==> src/hw/rsc_pkg.sv <==
// Constants, types and helpers of the reset and clock control block.
// Assumes a 50 MHz APB clock; offsets are byte addresses on APB.
package rsc_pkg;

	// ------------------------------------------------------------
	// Timing
	// ------------------------------------------------------------
	localparam int unsigned CLK_MHZ = 50;
	localparam int unsigned RST_HOLD_NS = 100;
	localparam int unsigned RST_HOLD_CYC = (RST_HOLD_NS * CLK_MHZ + 999) / 1000;
	localparam int unsigned PLL_LOCK_INIT = 32'h0000_1200;

	// ------------------------------------------------------------
	// Register offsets
	// ------------------------------------------------------------
	localparam logic [7:0] OFF_BORCTL = 8'h00;
	localparam logic [7:0] OFF_CAUSE = 8'h04;
	localparam logic [7:0] OFF_SRST0 = 8'h08;
	localparam logic [7:0] OFF_CGATE0 = 8'h14;
	localparam logic [7:0] OFF_REGCTL = 8'h20;
	localparam logic [7:0] OFF_RCCFG = 8'h24;
	localparam logic [7:0] OFF_RCCFG_EXT = 8'h28;
	localparam logic [7:0] OFF_SYSRST = 8'h2c;
	localparam logic [7:0] OFF_WDCTL = 8'h30;
	localparam logic [7:0] OFF_WDLOAD = 8'h34;
	localparam logic [7:0] OFF_WDVAL = 8'h38;
	localparam logic [7:0] OFF_STATUS = 8'h3c;
	localparam logic [7:0] OFF_PLLCFG = 8'h40;
	localparam logic [7:0] OFF_LAST = 8'h40;

	// ------------------------------------------------------------
	// Field positions
	// ------------------------------------------------------------
	localparam int unsigned BOR_SEL_BIT = 1;
	localparam int unsigned CAUSE_EXT = 0;
	localparam int unsigned CAUSE_POR = 1;
	localparam int unsigned CAUSE_BOR = 2;
	localparam int unsigned CAUSE_SW = 3;
	localparam int unsigned CAUSE_WDT = 4;
	localparam int unsigned OSC_LSB = 0;
	localparam int unsigned CRYSTAL_SELECT_LSB = 3;
	localparam int unsigned BYPASS_BIT = 8;
	localparam int unsigned PWRDN_BIT = 9;
	localparam int unsigned PWMDIV_LSB = 10;
	localparam int unsigned PWMEN_BIT = 13;
	localparam int unsigned USE_EXT_BIT = 31;
	localparam int unsigned WD_INTEN_BIT = 0;
	localparam int unsigned WD_RESEN_BIT = 1;
	localparam int unsigned WD_INT_BIT = 2;
	localparam int unsigned SYSRST_BIT = 0;

	// ------------------------------------------------------------
	// Reset values
	// ------------------------------------------------------------
	localparam logic [13:0] RCCFG_RST = 14'h0358;
	localparam logic [13:0] RCCFG_EXT_RST = 14'h0300;
	localparam logic [4:0] CAUSE_RST = 5'h02;
	localparam logic [31:0] WDLOAD_RST = 32'hffff_ffff;
	localparam logic [4:0] REGADJ_RST = 5'h00;

	// ------------------------------------------------------------
	// Types
	// ------------------------------------------------------------
	typedef enum logic [2:0] {
		ST_RUN = 3'b001,
		ST_HOLD = 3'b010,
		ST_REL = 3'b100
	} rsc_state_t;

	typedef enum logic [5:0] {
		SRC_INTERNAL_OSC = 6'h01,
		SRC_MAIN_OSC = 6'h02,
		SRC_IOSC4 = 6'h04,
		SRC_SLOW = 6'h08,
		SRC_RTC = 6'h10,
		SRC_PLL = 6'h20
	} rsc_src_t;

	typedef struct packed {
		logic [2:0] osc_src;
		logic bypass;
		logic pll_pwrdn;
	} rsc_clk_cfg_t;

	// Oscillator field to source; unknown codes fall back to internal_osc
	function automatic rsc_src_t rsc_osc_decode(input logic [2:0] code);
		unique case (code)
			3'h1: return SRC_MAIN_OSC;
			3'h2: return SRC_IOSC4;
			3'h3: return SRC_SLOW;
			3'h4: return SRC_RTC;
			default: return SRC_INTERNAL_OSC;
		endcase
	endfunction : rsc_osc_decode

endpackage : rsc_pkg

==> src/hw/rsc_sync3.sv <==
// Three-stage pin synchroniser with agreement filter.
// Assumes the input is asynchronous to pclk.
`timescale 1ns/10ps
`default_nettype none
module rsc_sync3 #(
	parameter int W = 1,
	parameter logic [W-1:0] INIT = '0
) (
	// Clock and reset
	input wire logic pclk,
	input wire logic presetn,
	// Pin side
	input wire logic [W-1:0] pin,
	// Synchronous side
	output logic [W-1:0] level
);
	logic [W-1:0] s1;
	logic [W-1:0] s2;
	logic [W-1:0] s3;

	// Chain; a change is taken once stages two and three agree
	always_ff @(posedge pclk or negedge presetn)
	begin
		if (!presetn)
		begin
			s1 <= INIT;
			s2 <= INIT;
			s3 <= INIT;
			level <= INIT;
		end
		else
		begin
			s1 <= pin;
			s2 <= s1;
			s3 <= s2;
			for (int i = 0; i < W; i++)
				if (s2[i] == s3[i])
					level[i] <= s3[i];
		end
	end
endmodule : rsc_sync3
`default_nettype wire

==> src/hw/rsc_xlate_rom.sv <==
// Crystal number to PLL setting table with registered read data.
// Assumes the index is a register of the same clock domain.
`timescale 1ns/10ps
`default_nettype none
module rsc_xlate_rom (
	// Clock and reset
	input wire logic pclk,
	input wire logic presetn,
	// Lookup
	input wire logic [4:0] crystal_select,
	output logic [13:0] pll_setting
);
	// Table entry: {input divider, feedback multiplier}
	function automatic logic [13:0] entry(input logic [4:0] x);
		return {5'(x >> 1), 9'(9'h0c8 - {4'h0, x})};
	endfunction : entry

	// Table read
	always_ff @(posedge pclk or negedge presetn)
	begin
		if (!presetn)
			pll_setting <= 14'h0000;
		else
			pll_setting <= entry(crystal_select);
	end
endmodule : rsc_xlate_rom
`default_nettype wire

==> src/hw/rsc_ctrl.sv <==
// Reset sequencing, reset cause, peripheral resets, watchdog reset,
// regulator setting and system clock selection, as an APB slave.
// Assumes presetn is the power-on reset and pins are asynchronous.
`timescale 1ns/10ps
`default_nettype none
module rsc_ctrl #(
	parameter int NREG = 3,
	parameter int unsigned LOCK_COUNT = rsc_pkg::PLL_LOCK_INIT
) (
	// Clock and reset
	input wire logic pclk,
	input wire logic presetn,
	// APB slave
	input wire logic psel,
	input wire logic penable,
	input wire logic pwrite,
	input wire logic [7:0] paddr,
	input wire logic [31:0] pwdata,
	output logic [31:0] prdata,
	output logic pready,
	output logic pslverr,
	// Pins
	input wire logic rst_pin_n,
	input wire logic bor_detect,
	input wire logic main_osc_clk,
	// System reset and interrupts
	output logic sys_reset_n,
	output logic bor_irq,
	output logic wdt_irq,
	// Peripheral resets and gates
	output logic [NREG*32-1:0] periph_rst_sys_n,
	output logic [NREG*32-1:0] periph_rst_pwm_n,
	output logic [NREG*32-1:0] periph_clk_en,
	// Clock tree and regulator
	output logic [5:0] clk_sel,
	output logic pll_pwrdn,
	output logic [13:0] pll_setting,
	output logic [4:0] regulator_adjust,
	output logic pwm_clk
);
	// ------------------------------------------------------------
	// Declarations
	// ------------------------------------------------------------
	localparam int NP = NREG * 32;
	localparam logic [12:0] LOCK_INIT = 13'(LOCK_COUNT);
	localparam logic [3:0] HOLD_INIT = 4'(rsc_pkg::RST_HOLD_CYC - 1);

	rsc_pkg::rsc_state_t state;
	rsc_pkg::rsc_state_t next_state;
	rsc_pkg::rsc_clk_cfg_t eff;
	rsc_pkg::rsc_src_t next_clk_sel;
	logic [3:0] hold_cnt;
	logic [3:0] next_hold_cnt;
	logic brownout_reset_select;
	logic [4:0] reset_cause;
	logic [NP-1:0] srst;
	logic [NP-1:0] cgate;
	logic [13:0] rccfg;
	logic [13:0] rccfg_ext;
	logic use_ext;
	logic [1:0] wd_ctl;
	logic wd_int;
	logic [31:0] wd_load;
	logic [31:0] wd_cnt;
	logic [12:0] lock_cnt;
	logic pwrdn_q;
	logic main_osc_q;
	logic [7:0] pwm_cnt;
	logic rst_pin_s;
	logic bor_s;
	logic main_osc_s;
	logic [31:0] rd_mux;

	// ------------------------------------------------------------
	// Pin synchronisers
	// ------------------------------------------------------------
	rsc_sync3 #(.W(3), .INIT(3'b001)) u_sync ( // Pin idles high, no false cause
		.pclk(pclk),
		.presetn(presetn),
		.pin({main_osc_clk, bor_detect, rst_pin_n}),
		.level({main_osc_s, bor_s, rst_pin_s})
	);

	// ------------------------------------------------------------
	// Bus decode
	// ------------------------------------------------------------
	function automatic logic wr(input logic [7:0] off);
		return psel & penable & pwrite & pready & (paddr == off);
	endfunction : wr

	// Register index of a 32-bit group at base
	function automatic logic grp_hit(input logic [7:0] base, input int i);
		return paddr == 8'(base + 8'(4 * i));
	endfunction : grp_hit

	wire logic setup = psel & ~penable;
	wire logic map_ok = (paddr <= rsc_pkg::OFF_LAST) & (paddr[1:0] == 2'b00);
	wire logic acc_wr = psel & penable & pwrite & pready & map_ok;
	wire logic in_hold = state == rsc_pkg::ST_HOLD;

	// ------------------------------------------------------------
	// Reset sources
	// ------------------------------------------------------------
	// Level sources keep the hold alive; events start it
	wire logic ext_act = ~rst_pin_s;
	wire logic bor_act = bor_s & brownout_reset_select;
	wire logic sw_req = wr(rsc_pkg::OFF_SYSRST) & pwdata[rsc_pkg::SYSRST_BIT];
	wire logic wd_en = wd_ctl[rsc_pkg::WD_INTEN_BIT];
	wire logic wd_zero = wd_cnt == 32'h0000_0000;
	wire logic wd_tick = wd_en & wd_zero & ~in_hold;
	wire logic wdt_fire = wd_tick & wd_int & wd_ctl[rsc_pkg::WD_RESEN_BIT];
	wire logic level_act = ext_act | bor_act;
	wire logic evt_act = sw_req | wdt_fire;
	wire logic [4:0] cause_set = {wdt_fire, sw_req, bor_act, 1'b0, ext_act};

	// ------------------------------------------------------------
	// Reset sequencer
	// ------------------------------------------------------------
	// Hold at least the minimum time, then release for one cycle
	always_comb
	begin
		next_state = state;
		next_hold_cnt = hold_cnt;
		unique case (state)
			rsc_pkg::ST_RUN:
				if (level_act | evt_act)
				begin
					next_state = rsc_pkg::ST_HOLD;
					next_hold_cnt = HOLD_INIT;
				end
			rsc_pkg::ST_HOLD:
				if (level_act)
					next_hold_cnt = HOLD_INIT;
				else if (hold_cnt == 4'h0)
					next_state = rsc_pkg::ST_REL;
				else
					next_hold_cnt = hold_cnt - 4'h1;
			rsc_pkg::ST_REL:
				next_state = rsc_pkg::ST_RUN;
			default:
				next_state = rsc_pkg::ST_HOLD;
		endcase
	end

	// Sequencer state; system reset output follows the hold state
	always_ff @(posedge pclk or negedge presetn)
	begin
		if (!presetn)
		begin
			state <= rsc_pkg::ST_HOLD;
			hold_cnt <= HOLD_INIT;
			sys_reset_n <= 1'b0;
		end
		else
		begin
			state <= next_state;
			hold_cnt <= next_hold_cnt;
			sys_reset_n <= next_state != rsc_pkg::ST_HOLD;
		end
	end

	// ------------------------------------------------------------
	// Brown-out control and reset cause
	// ------------------------------------------------------------
	// Both survive internal resets; power-on leaves only its own bit
	always_ff @(posedge pclk or negedge presetn)
	begin
		if (!presetn)
		begin
			brownout_reset_select <= 1'b0;
			reset_cause <= rsc_pkg::CAUSE_RST;
			bor_irq <= 1'b0;
		end
		else
		begin
			if (wr(rsc_pkg::OFF_BORCTL))
				brownout_reset_select <= pwdata[rsc_pkg::BOR_SEL_BIT];
			if (wr(rsc_pkg::OFF_CAUSE))
				reset_cause <= (pwdata[4:0] & reset_cause) | cause_set;
			else
				reset_cause <= reset_cause | cause_set;
			bor_irq <= bor_s & ~brownout_reset_select;
		end
	end

	// ------------------------------------------------------------
	// Peripheral resets and gates
	// ------------------------------------------------------------
	// Resets follow the bits; internal reset also hits every peripheral
	always_ff @(posedge pclk or negedge presetn)
	begin
		if (!presetn)
		begin
			srst <= '0;
			cgate <= '0;
			periph_rst_sys_n <= '0;
			periph_rst_pwm_n <= '0;
			periph_clk_en <= '0;
		end
		else
		begin
			for (int i = 0; i < NREG; i++)
			begin
				if (in_hold)
				begin
					srst[i*32 +: 32] <= 32'h0000_0000;
					cgate[i*32 +: 32] <= 32'h0000_0000;
				end
				else if (acc_wr & grp_hit(rsc_pkg::OFF_SRST0, i))
					srst[i*32 +: 32] <= pwdata;
				else if (acc_wr & grp_hit(rsc_pkg::OFF_CGATE0, i))
					cgate[i*32 +: 32] <= pwdata;
			end
			periph_rst_sys_n <= ~srst & {NP{~in_hold}};
			periph_rst_pwm_n <= ~srst & {NP{~in_hold}};
			periph_clk_en <= cgate;
		end
	end

	// ------------------------------------------------------------
	// Watchdog
	// ------------------------------------------------------------
	// Zero reloads and raises the interrupt; a set beats a clear
	always_ff @(posedge pclk or negedge presetn)
	begin
		if (!presetn)
		begin
			wd_ctl <= 2'b00;
			wd_int <= 1'b0;
			wd_load <= rsc_pkg::WDLOAD_RST;
			wd_cnt <= rsc_pkg::WDLOAD_RST;
			wdt_irq <= 1'b0;
		end
		else if (in_hold)
		begin
			wd_ctl <= 2'b00;
			wd_int <= 1'b0;
			wd_load <= rsc_pkg::WDLOAD_RST;
			wd_cnt <= rsc_pkg::WDLOAD_RST;
			wdt_irq <= 1'b0;
		end
		else
		begin
			if (wr(rsc_pkg::OFF_WDCTL))
				wd_ctl <= pwdata[1:0];
			if (wr(rsc_pkg::OFF_WDLOAD))
				wd_load <= pwdata;
			if (wr(rsc_pkg::OFF_WDLOAD))
				wd_cnt <= pwdata;
			else if (wd_tick)
				wd_cnt <= wd_load;
			else if (wd_en)
				wd_cnt <= wd_cnt - 32'h0000_0001;
			if (wd_tick)
				wd_int <= 1'b1;
			else if (wr(rsc_pkg::OFF_WDCTL) & pwdata[rsc_pkg::WD_INT_BIT])
				wd_int <= 1'b0;
			wdt_irq <= wd_int | wd_tick;
		end
	end

	// ------------------------------------------------------------
	// Clock configuration and regulator
	// ------------------------------------------------------------
	// Extended fields win while their select bit is set
	assign eff = use_ext ?
		{rccfg_ext[2:0], rccfg_ext[rsc_pkg::BYPASS_BIT], rccfg_ext[rsc_pkg::PWRDN_BIT]} :
		{rccfg[2:0], rccfg[rsc_pkg::BYPASS_BIT], rccfg[rsc_pkg::PWRDN_BIT]};

	wire logic [4:0] crystal_select = rccfg[rsc_pkg::CRYSTAL_SELECT_LSB +: 5];
	wire logic crystal_select_chg = wr(rsc_pkg::OFF_RCCFG) &
		(pwdata[rsc_pkg::CRYSTAL_SELECT_LSB +: 5] != crystal_select);
	wire logic pll_up = pwrdn_q & ~eff.pll_pwrdn;
	wire logic locked = (lock_cnt == 13'h0000) & ~eff.pll_pwrdn;
	wire logic main_osc_rise = main_osc_s & ~main_osc_q;

	// Configuration registers
	always_ff @(posedge pclk or negedge presetn)
	begin
		if (!presetn)
		begin
			rccfg <= rsc_pkg::RCCFG_RST;
			rccfg_ext <= rsc_pkg::RCCFG_EXT_RST;
			use_ext <= 1'b0;
			regulator_adjust <= rsc_pkg::REGADJ_RST;
		end
		else if (in_hold)
		begin
			rccfg <= rsc_pkg::RCCFG_RST;
			rccfg_ext <= rsc_pkg::RCCFG_EXT_RST;
			use_ext <= 1'b0;
			regulator_adjust <= rsc_pkg::REGADJ_RST;
		end
		else
		begin
			if (wr(rsc_pkg::OFF_RCCFG))
				rccfg <= pwdata[13:0];
			if (wr(rsc_pkg::OFF_RCCFG_EXT))
				rccfg_ext <= pwdata[13:0];
			if (wr(rsc_pkg::OFF_RCCFG_EXT))
				use_ext <= pwdata[rsc_pkg::USE_EXT_BIT];
			if (wr(rsc_pkg::OFF_REGCTL))
				regulator_adjust <= pwdata[4:0];
		end
	end

	// Crystal number to PLL setting
	rsc_xlate_rom u_xlate (
		.pclk(pclk),
		.presetn(presetn),
		.crystal_select(crystal_select),
		.pll_setting(pll_setting)
	);

	// ------------------------------------------------------------
	// PLL lock wait and source selection
	// ------------------------------------------------------------
	// PLL only once the wait has run out; fall back to the oscillator
	assign next_clk_sel = (~eff.bypass & locked) ?
		rsc_pkg::SRC_PLL : rsc_pkg::rsc_osc_decode(eff.osc_src);

	// Lock counter runs on main oscillator edges seen through the sync
	always_ff @(posedge pclk or negedge presetn)
	begin
		if (!presetn)
		begin
			lock_cnt <= LOCK_INIT;
			pwrdn_q <= 1'b1;
			main_osc_q <= 1'b0;
			clk_sel <= rsc_pkg::SRC_INTERNAL_OSC;
			pll_pwrdn <= 1'b1;
		end
		else
		begin
			pwrdn_q <= eff.pll_pwrdn;
			main_osc_q <= main_osc_s;
			if (crystal_select_chg | pll_up)
				lock_cnt <= LOCK_INIT;
			else if (main_osc_rise & (lock_cnt != 13'h0000))
				lock_cnt <= lock_cnt - 13'h0001;
			clk_sel <= next_clk_sel;
			pll_pwrdn <= eff.pll_pwrdn;
		end
	end

	// ------------------------------------------------------------
	// PWM clock
	// ------------------------------------------------------------
	// Toggles every 2^div system cycles, or every cycle when off
	wire logic [7:0] pwm_half = 8'(8'h01 << rccfg[rsc_pkg::PWMDIV_LSB +: 3]);
	wire logic pwm_wrap = ~rccfg[rsc_pkg::PWMEN_BIT] | (pwm_cnt >= pwm_half - 8'h01);

	always_ff @(posedge pclk or negedge presetn)
	begin
		if (!presetn)
		begin
			pwm_cnt <= 8'h00;
			pwm_clk <= 1'b0;
		end
		else
		begin
			pwm_cnt <= pwm_wrap ? 8'h00 : pwm_cnt + 8'h01;
			if (pwm_wrap)
				pwm_clk <= ~pwm_clk;
		end
	end

	// ------------------------------------------------------------
	// Read mux and APB answer
	// ------------------------------------------------------------
	// Read data selection for the current address
	always_comb
	begin
		rd_mux = 32'h0000_0000;
		for (int i = 0; i < NREG; i++)
		begin
			if (grp_hit(rsc_pkg::OFF_SRST0, i))
				rd_mux = srst[i*32 +: 32];
			if (grp_hit(rsc_pkg::OFF_CGATE0, i))
				rd_mux = cgate[i*32 +: 32];
		end
		unique case (paddr)
			rsc_pkg::OFF_BORCTL: rd_mux[rsc_pkg::BOR_SEL_BIT] = brownout_reset_select;
			rsc_pkg::OFF_CAUSE: rd_mux[4:0] = reset_cause;
			rsc_pkg::OFF_REGCTL: rd_mux[4:0] = regulator_adjust;
			rsc_pkg::OFF_RCCFG: rd_mux[13:0] = rccfg;
			rsc_pkg::OFF_RCCFG_EXT: rd_mux = {use_ext, 17'h00000, rccfg_ext};
			rsc_pkg::OFF_WDCTL: rd_mux[2:0] = {wd_int, wd_ctl};
			rsc_pkg::OFF_WDLOAD: rd_mux = wd_load;
			rsc_pkg::OFF_WDVAL: rd_mux = wd_cnt;
			rsc_pkg::OFF_STATUS: rd_mux[6:0] = {clk_sel, locked};
			rsc_pkg::OFF_PLLCFG: rd_mux[13:0] = pll_setting;
			default: ;
		endcase
	end

	// Answer prepared in setup, shown in the one-cycle access phase
	always_ff @(posedge pclk or negedge presetn)
	begin
		if (!presetn)
		begin
			prdata <= 32'h0000_0000;
			pready <= 1'b0;
			pslverr <= 1'b0;
		end
		else
		begin
			prdata <= (setup & ~pwrite & map_ok) ? rd_mux : 32'h0000_0000;
			pready <= setup;
			pslverr <= setup & ~map_ok;
		end
	end

endmodule : rsc_ctrl
`default_nettype wire

==> config.mk <==
export PLATFORM = sky130hd
export DESIGN_NAME = rsc_ctrl
export DESIGN_NICKNAME = d
export VERILOG_FILES = /design/src/hw/rsc_pkg.sv /design/src/hw/rsc_sync3.sv /design/src/hw/rsc_xlate_rom.sv /design/src/hw/rsc_ctrl.sv
export SDC_FILE = /design/constraint.sdc
export NUM_CORES = 1
export LEC_CHECK = 0
export BUFFER_PORTS_ARGS = -buffer_cell sky130_fd_sc_hd__clkbuf_2
export CAP_MARGIN = 20
export CELL_PAD_IN_SITES_DETAIL_PLACEMENT = 0
export CELL_PAD_IN_SITES_GLOBAL_PLACEMENT = 1
export CORE_UTILIZATION = 44
export DETAILED_ROUTE_END_ITERATION = 7
export GPL_TIMING_DRIVEN = 0
export PLACE_DENSITY = 0.81
export SYNTH_ARGS = -nofsm -noshare
export SYNTH_HDL_FRONTEND = slang
export SYNTH_SLANG_ARGS = --single-unit
==> constraint.sdc <==
create_clock -name pclk -period 3.7 [get_ports pclk]
set_input_delay 0.555 -clock pclk [delete_from_list [all_inputs] [get_ports pclk]]
set_output_delay 0.555 -clock pclk [all_outputs]
set_load 0.01 [all_outputs]
=== After elaboration in Yosys (flattened, before gate mapping) ===
Index checks and enable logic that the tools add are counted.

* Bits in registers: 590
* Bits of input ports: 48
* Output and inout bits: 352
* Logic and storage cells: 229

* Add/sub/neg operators: 6
* Magnitude comparators: 2
* Eq/ne operators: 33
* Shift-type cells: 1
* Muxes and demuxes: 64
* Bitwise gates (word level): 59
* Reduce and logical (&&, ||, !) cells: 25

{| class="wikitable"
|+ Operators by type and width
! kind !! number
|-
| 2-to-1 mux 32 bit || 28
|-
| AND 96 bit || 1
|-
| NOT 96 bit || 1
|-
| equality test 8 x 6 -> 1 bit (second input constant) || 8
|-
| 2-to-1 mux 14 bit || 4
|-
| case mux 18 bit (3 select lines) || 1
|-
| AND 1 bit || 37
|-
| case mux 7 bit (5 select lines) || 1
|-
| equality test 8 x 5 -> 1 bit (second input constant) || 4
|-
| logical NOT 32 bit || 1
|-
| subtractor 32 x 1 -> 32 bit (second input constant) || 1
|-
| 2-to-1 mux 13 bit || 2
|-
| nonzero test 2 bit || 13
|-
| 2-to-1 mux 5 bit || 4
|-
| case mux 5 bit (4 select lines) || 1
|-
| case mux 1 bit (9 select lines) || 2
|-
| equality test 8 x 4 -> 1 bit (second input constant) || 2
|-
| case mux 2 bit (8 select lines) || 1
|-
| logical NOT 13 bit || 1
|-
| nonzero test 13 bit || 1
|-
| subtractor 13 x 1 -> 13 bit (second input constant) || 1
|-
| 2-to-1 mux 4 bit || 3
|-
| case mux 2 bit (6 select lines) || 1
|-
| NOT 1 bit || 11
|-
| other kinds (35) || 60
|}

=== Longest topological paths before layout ===
Gate-level depths: netlist of run 1.

* Depth in word-level cells: 10
* Depth in mapped cells: 14
* Gate-level depth less buffers: 12

=== Modules after synthesis ===
A second synthesis of run 1 with hierarchy kept.

* Cell total of the unflattened synthesis: 2653
* Area, all modules: 25489.4 um^2

{| class="wikitable"
|+ By module, submodules not included
! module !! times used !! cells each !! area an instance (um^2) !! sequential area each (um^2)
|-
| rsc_ctrl || 1 || 2610 || 24750.0 || 14236.2
|-
| rsc_xlate_rom || 1 || 28 || 400.4 || 300.3
|-
| rsc_sync3 || 1 || 15 || 339.1 || 305.3
|}

=== Least setup slack after synthesis of run 1 ===
No wires, ideal clock.

* Kind: register to register
* Start point: register rccfg[12]
* End point: register pwm_cnt[1]
* Setup time: 0.084 ns
* Arrival time: 2.702 ns
* Data required time: 3.616 ns
* Setup slack: 0.914 ns
* Cell stages (with the launch flop): 12
* Path buffers: 2
* Clock period less this slack: 2.786 ns
* Cells stage by stage: dfrtp_1 > clkbuf_1 > or3_1 > ha_1 > clkbuf_1 > nor3_1 > a21oi_1 > o21a_1 > ha_1 > a2111oi_0 > o21ai_1 > a21boi_0

* Longest elaborated chain between the ends: 5

{| class="wikitable"
|+ RTL lines
! item !! line !! RTL
|-
| start, declared || rsc_ctrl.sv:58 || <nowiki>logic [13:0] rccfg;</nowiki>
|-
| start signal, assigned || rsc_ctrl.sv:282 || <nowiki>rccfg <= rsc_pkg::RCCFG_RST;</nowiki>
|-
| start signal, assigned || rsc_ctrl.sv:289 || <nowiki>rccfg <= rsc_pkg::RCCFG_RST;</nowiki>
|-
| start signal, assigned || rsc_ctrl.sv:297 || <nowiki>rccfg <= pwdata[13:0];</nowiki>
|-
| << shifter 1 x 3 -> 8 bit || rsc_ctrl.sv:350 || <nowiki>wire logic [7:0] pwm_half = 8'(8'h01 << rccfg[rsc_pkg::PWMDIV_LSB +: 3]);</nowiki>
|-
| subtractor 8 x 1 -> 8 bit || rsc_ctrl.sv:351 || <nowiki>wire logic pwm_wrap = ~rccfg[rsc_pkg::PWMEN_BIT] | (pwm_cnt >= pwm_half - 8'h01);</nowiki>
|-
| >= comparator 8 bit || rsc_ctrl.sv:351 ||
|-
| OR 1 bit || rsc_ctrl.sv:351 ||
|-
| 2-to-1 mux 8 bit || rsc_ctrl.sv:362 || <nowiki>pwm_cnt <= pwm_wrap ? 8'h00 : pwm_cnt + 8'h01;</nowiki>
|-
| end signal, assigned || rsc_ctrl.sv:362 ||
|-
| end, declared || rsc_ctrl.sv:68 || <nowiki>logic [7:0] pwm_cnt;</nowiki>
|}

Every way passes these cells.
A chain may end at the register's enable or synchronous reset.

=== Worst setup path in the final report of run 1 ===
* Start point: register state[0]
* End point: register periph_rst_pwm_n[60]

* Longest elaborated chain between the ends: 3

{| class="wikitable"
|+ RTL lines
! item !! line !! RTL
|-
| start, declared || rsc_ctrl.sv:48 || <nowiki>rsc_pkg::rsc_state_t state;</nowiki>
|-
| start signal, assigned || rsc_ctrl.sv:150 || <nowiki>state <= rsc_pkg::ST_HOLD;</nowiki>
|-
| start signal, assigned || rsc_ctrl.sv:156 || <nowiki>state <= next_state;</nowiki>
|-
| equality test 3 x 2 -> 1 bit || rsc_ctrl.sv:99 || <nowiki>wire logic in_hold = state == rsc_pkg::ST_HOLD;</nowiki>
|-
| NOT 1 bit || rsc_ctrl.sv:215 || <nowiki>periph_rst_pwm_n <= ~srst & {NP{~in_hold}};</nowiki>
|-
| AND 96 bit || rsc_ctrl.sv:215 ||
|-
| end signal, assigned || rsc_ctrl.sv:215 ||
|-
| end, declared || rsc_ctrl.sv:32 || <nowiki>output logic [NREG*32-1:0] periph_rst_pwm_n,</nowiki>
|}

Every way passes these cells.

==> flow_summary_export.csv, run 1 <==
group,metric,value,unit
status,status,"finished, final reports clean",
grt,grt_pass1_wl,143,mm
die,fp.dieW,243,µm
logic_synthesis,synth.avg_cell_area,9.92,µm²
worst_setup_path,critical_path.cell_chain,"nor2_1 > and2_1 > clkbuf_1 > clkbuf_1 > clkbuf_1 > clkbuf_1 > nor2_1",
placement,portBuffers,383,
finish,stdcell_area,30800,µm²
detailed_routing,wl_per_cell,25.5,µm
worst_hold_path,hp-start,"main_osc_clk",
finish,finalNetCount,3095,
finish,multiInputGateArea,9060,µm²
timing,finalHoldViolations,0,
timing,fin_ws,116,ps
finish,final_cell_mix,"597 x nand2_1, 507 x dfrtp_1, 383 x clkbuf_2",
timing,slew_headroom,0.192,
clocking,cts_root_buffer,"clkbuf_16",
clocking,htreeDepth,2,
worst_setup_path,worstRegToRegCells,7,
clocking,clkSinkCount,589,
worst_setup_path,worstSetupEndpointType,"flip-flop",
worst_hold_path,worstHoldEndpoint,"u_sync.s1[2]",
clocking,cts.clk_slew.worst_paths,60,ps
worst_setup_path,reg2reg_to,"periph_rst_pwm_n[60]",
power,peakVddDrop,0.000476,V
placement,place_inst,3722,
die,die_y,243,µm
detailed_routing,via_per_inst,5.75,
worst_setup_path,crit_top_cell,"clkbuf_1",
grt,overflow,0,
timing,fin_crit,3580,ps
worst_setup_path,crit_slowest_cell,"clkbuf_1",
timing,finClkSkew,39.5,ps
clocking,cts_tree,"built",
detailed_routing,vias,22129,
worst_hold_path,hold_depth,1,
finish,ff_latch_area,14800,µm²
grt,grt_pass1_vias,21419,
logic_synthesis,async_flop_share,1.00,
detailed_routing,antenna_left,0,
clocking,cts_buffers,61,
detailed_routing,first_pass_iters,7,
detailed_routing,drc,0,
finish,drive_gt1_frac,0.260,
clocking,clk_latency,670,ps
job,drv_cap,0,
placement,post-place-ws,94.7,ps
die,num_rows,87,
finish,final_cell_count_no_fill,3847,
worst_setup_path,timing.rr.start,"state[0]",
logic_synthesis,synth_cell_types,89,
placement,post_dp_cell_area,28600,µm²
worst_setup_path,required,4190,ps
worst_setup_path,worstPathArrival,4070,ps
finish,layout_commonest_cell,"nand2_1",
logic_synthesis,synthFlopType,"dfrtp_1",
worst_setup_path,ff2ff_setup_slack,120,ps
die,die_area,59000,µm²
worst_setup_path,critPathKind,"reg2reg",
worst_setup_path,max_stage_delay,840,ps
grt,grt_max_degree,120,
worst_setup_path,critPathMaxFanout,10,
grt,grtUsageTotal,0.330,
finish,utilization,0.542,
clocking,cts_buffer_depth,3,
finish,final.fill_count,5171,
logic_synthesis,netlist_area,25500,µm²
grt,antenna_found_initial,11,
detailed_routing,routed_wl,98.2,mm
die,initial_core_util,0.449,
power,powerDensity,615,nW/µm²
timing,drv_slew,0,
die,io_pins,400,
timing,setup-violations-final,0,
logic_synthesis,yosysWarnings,0,
worst_hold_path,min_path_type,"in2reg",
die,core-area,56800,µm²
logic_synthesis,syn_inst,2573,
timing,rsz0062_at_grt,"false",
timing,worstMarginPinSlew,1210,ps
timing,fmax,279,MHz
logic_synthesis,synth-edff-count,0,
finish,synthToLayoutAreaGrowth,20.6,%
detailed_routing,initialDrtViolationCount,2532,
logic_synthesis,ys_seq_area_frac,0.581,
timing,period_share,0.969,
power,fin_total_pwr,18.9,mW
worst_setup_path,cp-start-kind,"flip-flop",
power,leakagePower,14.3,nW
clocking,post-cts-setup-buffers,0,
placement,detailedPlacementHpwl,73.7,mm
placement,place_congestion,0.987,
logic_synthesis,ys_ff_latch,589,
-- state kept, by name (all words and copies together) (netlist names), 4 cells and up --
| name | cells |
|---|---|
| prdata | 32 |
| srst | 96 |
| periph_clk_en | 96 |
| pwm_cnt | 8 |
| rccfg | 14 |
| regulator_adjust | 5 |
| u_xlate.pll_setting | 12 |
| lock_cnt | 13 |
| wd_load | 32 |
| clk_sel | 6 |
| wd_cnt | 32 |
| cgate | 96 |
| rccfg_ext | 14 |
| hold_cnt | 4 |
| reset_cause | 5 |
| periph_rst_pwm_n | 96 |
-- kinds of logic (layout without fill, tap and decap cells) --
logic type               count (synthesis)  after routing  share of synthesized area
XOR/XNOR                                49             49                     0.0168
multiplexers                            43             43                     0.0179
flip-flops                             589            589                      0.581
adder cells (fa/ha/maj)                 18             18                    0.00853
AND/OR/NAND/NOR                        987            987                      0.169
other                                    2             12                   0.000294
AO/OA/AOI/OAI                          579            579                      0.142
buffers and inverters                  306            814                     0.0642
-- critical path, delay by kind of cell (launching register included) --
family	cells	cell delay (ps)
buffers and inverters	4	2460
flip-flops	1	430
AND/OR/NAND/NOR	3	530
-- power breakdown --
group,total (mW),switching (mW),internal [mW]
clock network,6.72,2.77,3.95
logic,4.72,2.98,1.73
registers,7.50,0.409,7.09
-- routing by layer --
| layer | global-route usage | part of all wire | vias up |
|---|---|---|---|
| met1 | 0.443 | 0.40 | 11045 |
| met3 | 0.0630 | 0.093 | 241 |
| li1 | - | - | 9622 |
| met5 | 0 | 0 | - |
| met4 | 0.140 | 0.044 | 0 |
| met2 | 0.522 | 0.47 | 1221 |
-- stage by stage --
step / hold slack (ps) / TNS [ps]
after floorplan: 259 / 0
after global placement: 335 / -6200770
after detailed placement: 335 / 0
after CTS: 4.11 / 0
after global routing: 14.2 / 0
final: 23.8 / 0
-- worst max path at each step --
stage,startpoint,end,depth (start not counted)
3_5_place_dp,paddr[1],prdata[12],8
3_3_place_gp,presetn,periph_clk_en[7],1
5_1_grt,state[0],periph_rst_pwm_n[64],7
2_1_floorplan,rccfg[12],pwm_cnt[1],11
6_report,state[0],periph_rst_pwm_n[60],7
4_1_cts,state[0],periph_rst_pwm_n[95],7
-- synth_stat cells (all sizes together) (10+ instances only) --
cell    count  area share
ha         15      0.0074
xor2       25      0.0086
nor3       35      0.0090
a21oi     302       0.059
mux2i      39       0.015
a22o       19      0.0065
o311ai     12      0.0071
o211ai     19      0.0058
o22ai      14      0.0034
inv        24      0.0035
nor2      199       0.030
nand2     598       0.088
a31oi      30      0.0074
a222oi     20      0.0078
or4        10      0.0032
nor4       15      0.0045
nand2b     14      0.0034
clkbuf    103       0.015
buf       178       0.045
nand3      45      0.0088
nor2b      11      0.0027
dfstp      82       0.084
a22oi      38       0.011
o21ai      65       0.013
xnor2      24      0.0082
dfrtp     507        0.50
-- final cells by class --
type / count / area share
diodes: 8 / 0.000650
plain buffers: 281 / 0.0502
clock buffers: 72 / 0.0519
clock inverters: 42 / 0.0192
inverters: 25 / 0.00305
multi-input cells: 1680 / 0.294
flip-flops and latches: 589 / 0.482
well taps: 756 / 0.0307
repair buffers: 394 / 0.0684
-- repair_timing --
item                                    CTS  global route
hold endpoints to repair                 10             0
endpoints found under the setup margin    0             1
hold buffers                              2             0
resized for setup                         0             3
No activity file was read; power rests on OpenSTA's default activity.
==> inputs of run 2 (changes only) <==
--- a/config.mk
+++ b/config.mk
@@ -10,9 +10,10 @@
 export CELL_PAD_IN_SITES_DETAIL_PLACEMENT = 0
 export CELL_PAD_IN_SITES_GLOBAL_PLACEMENT = 1
 export CORE_UTILIZATION = 44
+export CTS_CLUSTER_SIZE = 8
 export DETAILED_ROUTE_END_ITERATION = 7
 export GPL_TIMING_DRIVEN = 0
-export PLACE_DENSITY = 0.81
+export PLACE_DENSITY_LB_ADDON = 0.1
 export SYNTH_ARGS = -nofsm -noshare
 export SYNTH_HDL_FRONTEND = slang
 export SYNTH_SLANG_ARGS = --single-unit
==> flow_summary_export.csv, run 2 (synthesis gave the netlist of run 1 again) <==
group,metric,value,unit
clocking,cts.clk_slew.worst_paths,50,ps
power,powerDensity,620,nW/µm²
finish,layout_commonest_cell,"nand2_1",
detailed_routing,via_per_inst,5.71,
grt,grt_pass1_vias,21204,
detailed_routing,first_pass_iters,8,
detailed_routing,highest_layer,"met4",
placement,place_congestion,0.952,
clocking,htreeDepth,3,
timing,whs,30.8,ps
die,die_area,59000,µm²
detailed_routing,wl_per_cell,26.1,µm
worst_setup_path,max_stage_delay,730,ps
power,peakVddDrop,0.000402,V
detailed_routing,vias,21983,
die,fp.dieW,243,µm
clocking,clkSinkCount,589,
detailed_routing,routed_wl,100,mm
die,initial_core_util,0.449,
power,leakagePower,14.4,nW
clocking,cts_tree,"built",
worst_setup_path,required,4160,ps
die,die_y,243,µm
clocking,cts_buffers,83,
clocking,cts_root_buffer,"clkbuf_16",
finish,final_cell_mix,"597 x nand2_1, 507 x dfrtp_1, 384 x clkbuf_2",
die,io_pins,400,
detailed_routing,drt-met1-wl,42.5,mm
timing,fmax,294,MHz
finish,final.fill_count,5178,
timing,finalHoldViolations,0,
grt,overflow,0,
die,num_rows,87,
worst_hold_path,hp-start,"main_osc_clk",
timing,fin_crit,3400,ps
job,drv_cap,0,
worst_setup_path,critical_path.startpoint,"state[0]",
timing,worstMarginPinSlew,1160,ps
grt,antenna_found_initial,4,
placement,portBuffers,383,
worst_setup_path,worstSetupEndpointType,"flip-flop",
detailed_routing,antenna_left,0,
worst_setup_path,cp-start-kind,"flip-flop",
timing,finClkSkew,39.4,ps
die,core-area,56800,µm²
worst_setup_path,worstPathArrival,3860,ps
placement,place_inst,3723,
worst_setup_path,timing.rr.start,"state[0]",
finish,synthToLayoutAreaGrowth,21.2,%
timing,drv_slew,0,
placement,detailedPlacementHpwl,76.0,mm
worst_setup_path,critPathMaxFanout,10,
grt,grt_pass1_wl,146,mm
timing,period_share,0.920,
timing,setup-violations-final,0,
grt,grt_max_degree,121,
clocking,clk_latency,640,ps
timing,rsz0062_at_grt,"false",
status,status,"finished, final reports clean",
worst_setup_path,critical_path.cell_chain,"nor2_1 > and2_1 > clkbuf_1 > clkbuf_1 > clkbuf_1 > clkbuf_1 > a21oi_1",
worst_hold_path,min_path_type,"in2reg",
timing,slew_headroom,0.228,
detailed_routing,initialDrtViolationCount,2655,
clocking,cts_buffer_depth,3,
finish,finalNetCount,3120,
detailed_routing,drc,0,
worst_setup_path,crit_slowest_cell,"clkbuf_1",
finish,drive_gt1_frac,0.255,
worst_setup_path,critPathKind,"reg2reg",
worst_setup_path,crit_top_cell,"clkbuf_1",
detailed_routing,dr_wl_met3,8.32,mm
finish,final_cell_count_no_fill,3847,
grt,grtUsageTotal,0.340,
detailed_routing,met2_length,46.4,mm
==> run 2: stage by stage <==
step | setup WS [ps] | area [µm²] | util | power [mW] | TNS (ps)
2_1_floorplan | 914 | 25500 | - | 10.0 | 0
3_3_place_gp | -11340 | 28400 | 0.500 | 12.3 | -6280290
3_5_place_dp | 106 | 28600 | 0.503 | 12.3 | 0
4_1_cts | 79.2 | 30900 | 0.544 | 19.3 | 0
5_1_grt | 55.3 | 30900 | 0.545 | 20.0 | 0
6_report | 296 | 30900 | 0.545 | 19.2 | 0
==> run 2: area by class of cell <==
class	instances	area, µm²	share of cell area
diodes	1	2.50	0.0000809
plain buffers	281	1550	0.0502
clock buffers	112	2200	0.0709
clock inverters	6	118	0.00380
inverters	25	93.8	0.00303
multi-input cells	1680	9060	0.293
flip-flops and latches	589	14800	0.480
well taps	756	946	0.0306
repair buffers	397	2140	0.0692
==> run 2: final timing paths <==
kind | to | slack [ps] | cells after the start
max in group asynchronous | cgate[22] | 1330 | 5
worst min register to register | u_sync.s2[2] | 360 | 0
worst max-delay path | srst[90] | 300 | 7
worst max register to register | srst[90] | 300 | 7
min in group asynchronous | pwm_cnt[5] | 490 | 2
worst min-delay path | u_sync.s1[2] | 30 | 1
==> run 2: power breakdown <==
group / leakage, nW / internal [mW] / switching, mW / total [mW]
registers: 7.80 / 7.10 / 0.411 / 7.51
logic: 5.48 / 1.75 / 2.97 / 4.72
clock network: 1.11 / 4.11 / 2.86 / 6.97
total: 14.4 / 13.0 / 6.24 / 19.2
==> run 2: layer usage <==
layer / up-vias / track usage
li1: 9667 / -
met1: 11013 / 0.479
met2: 1123 / 0.528
met3: 180 / 0.0641
met4: 0 / 0.114
met5: - / 0
==> run 2: repair_timing <==
item | 4_1_cts | 5_1_grt
hold buffers | 3 | 0
buffers inserted | 0 | 0
resized for setup | 0 | 9
hold endpoints to repair | 48 | 0
setup endpoints to repair | 0 | 10
==> run 2: worst max-delay path: cells and delay by family, from the launching register on <==
kind / cells / cell delay, ps
compound gates: 1 / 130
buf+inv: 4 / 2340
flops: 1 / 420
simple gates: 2 / 320
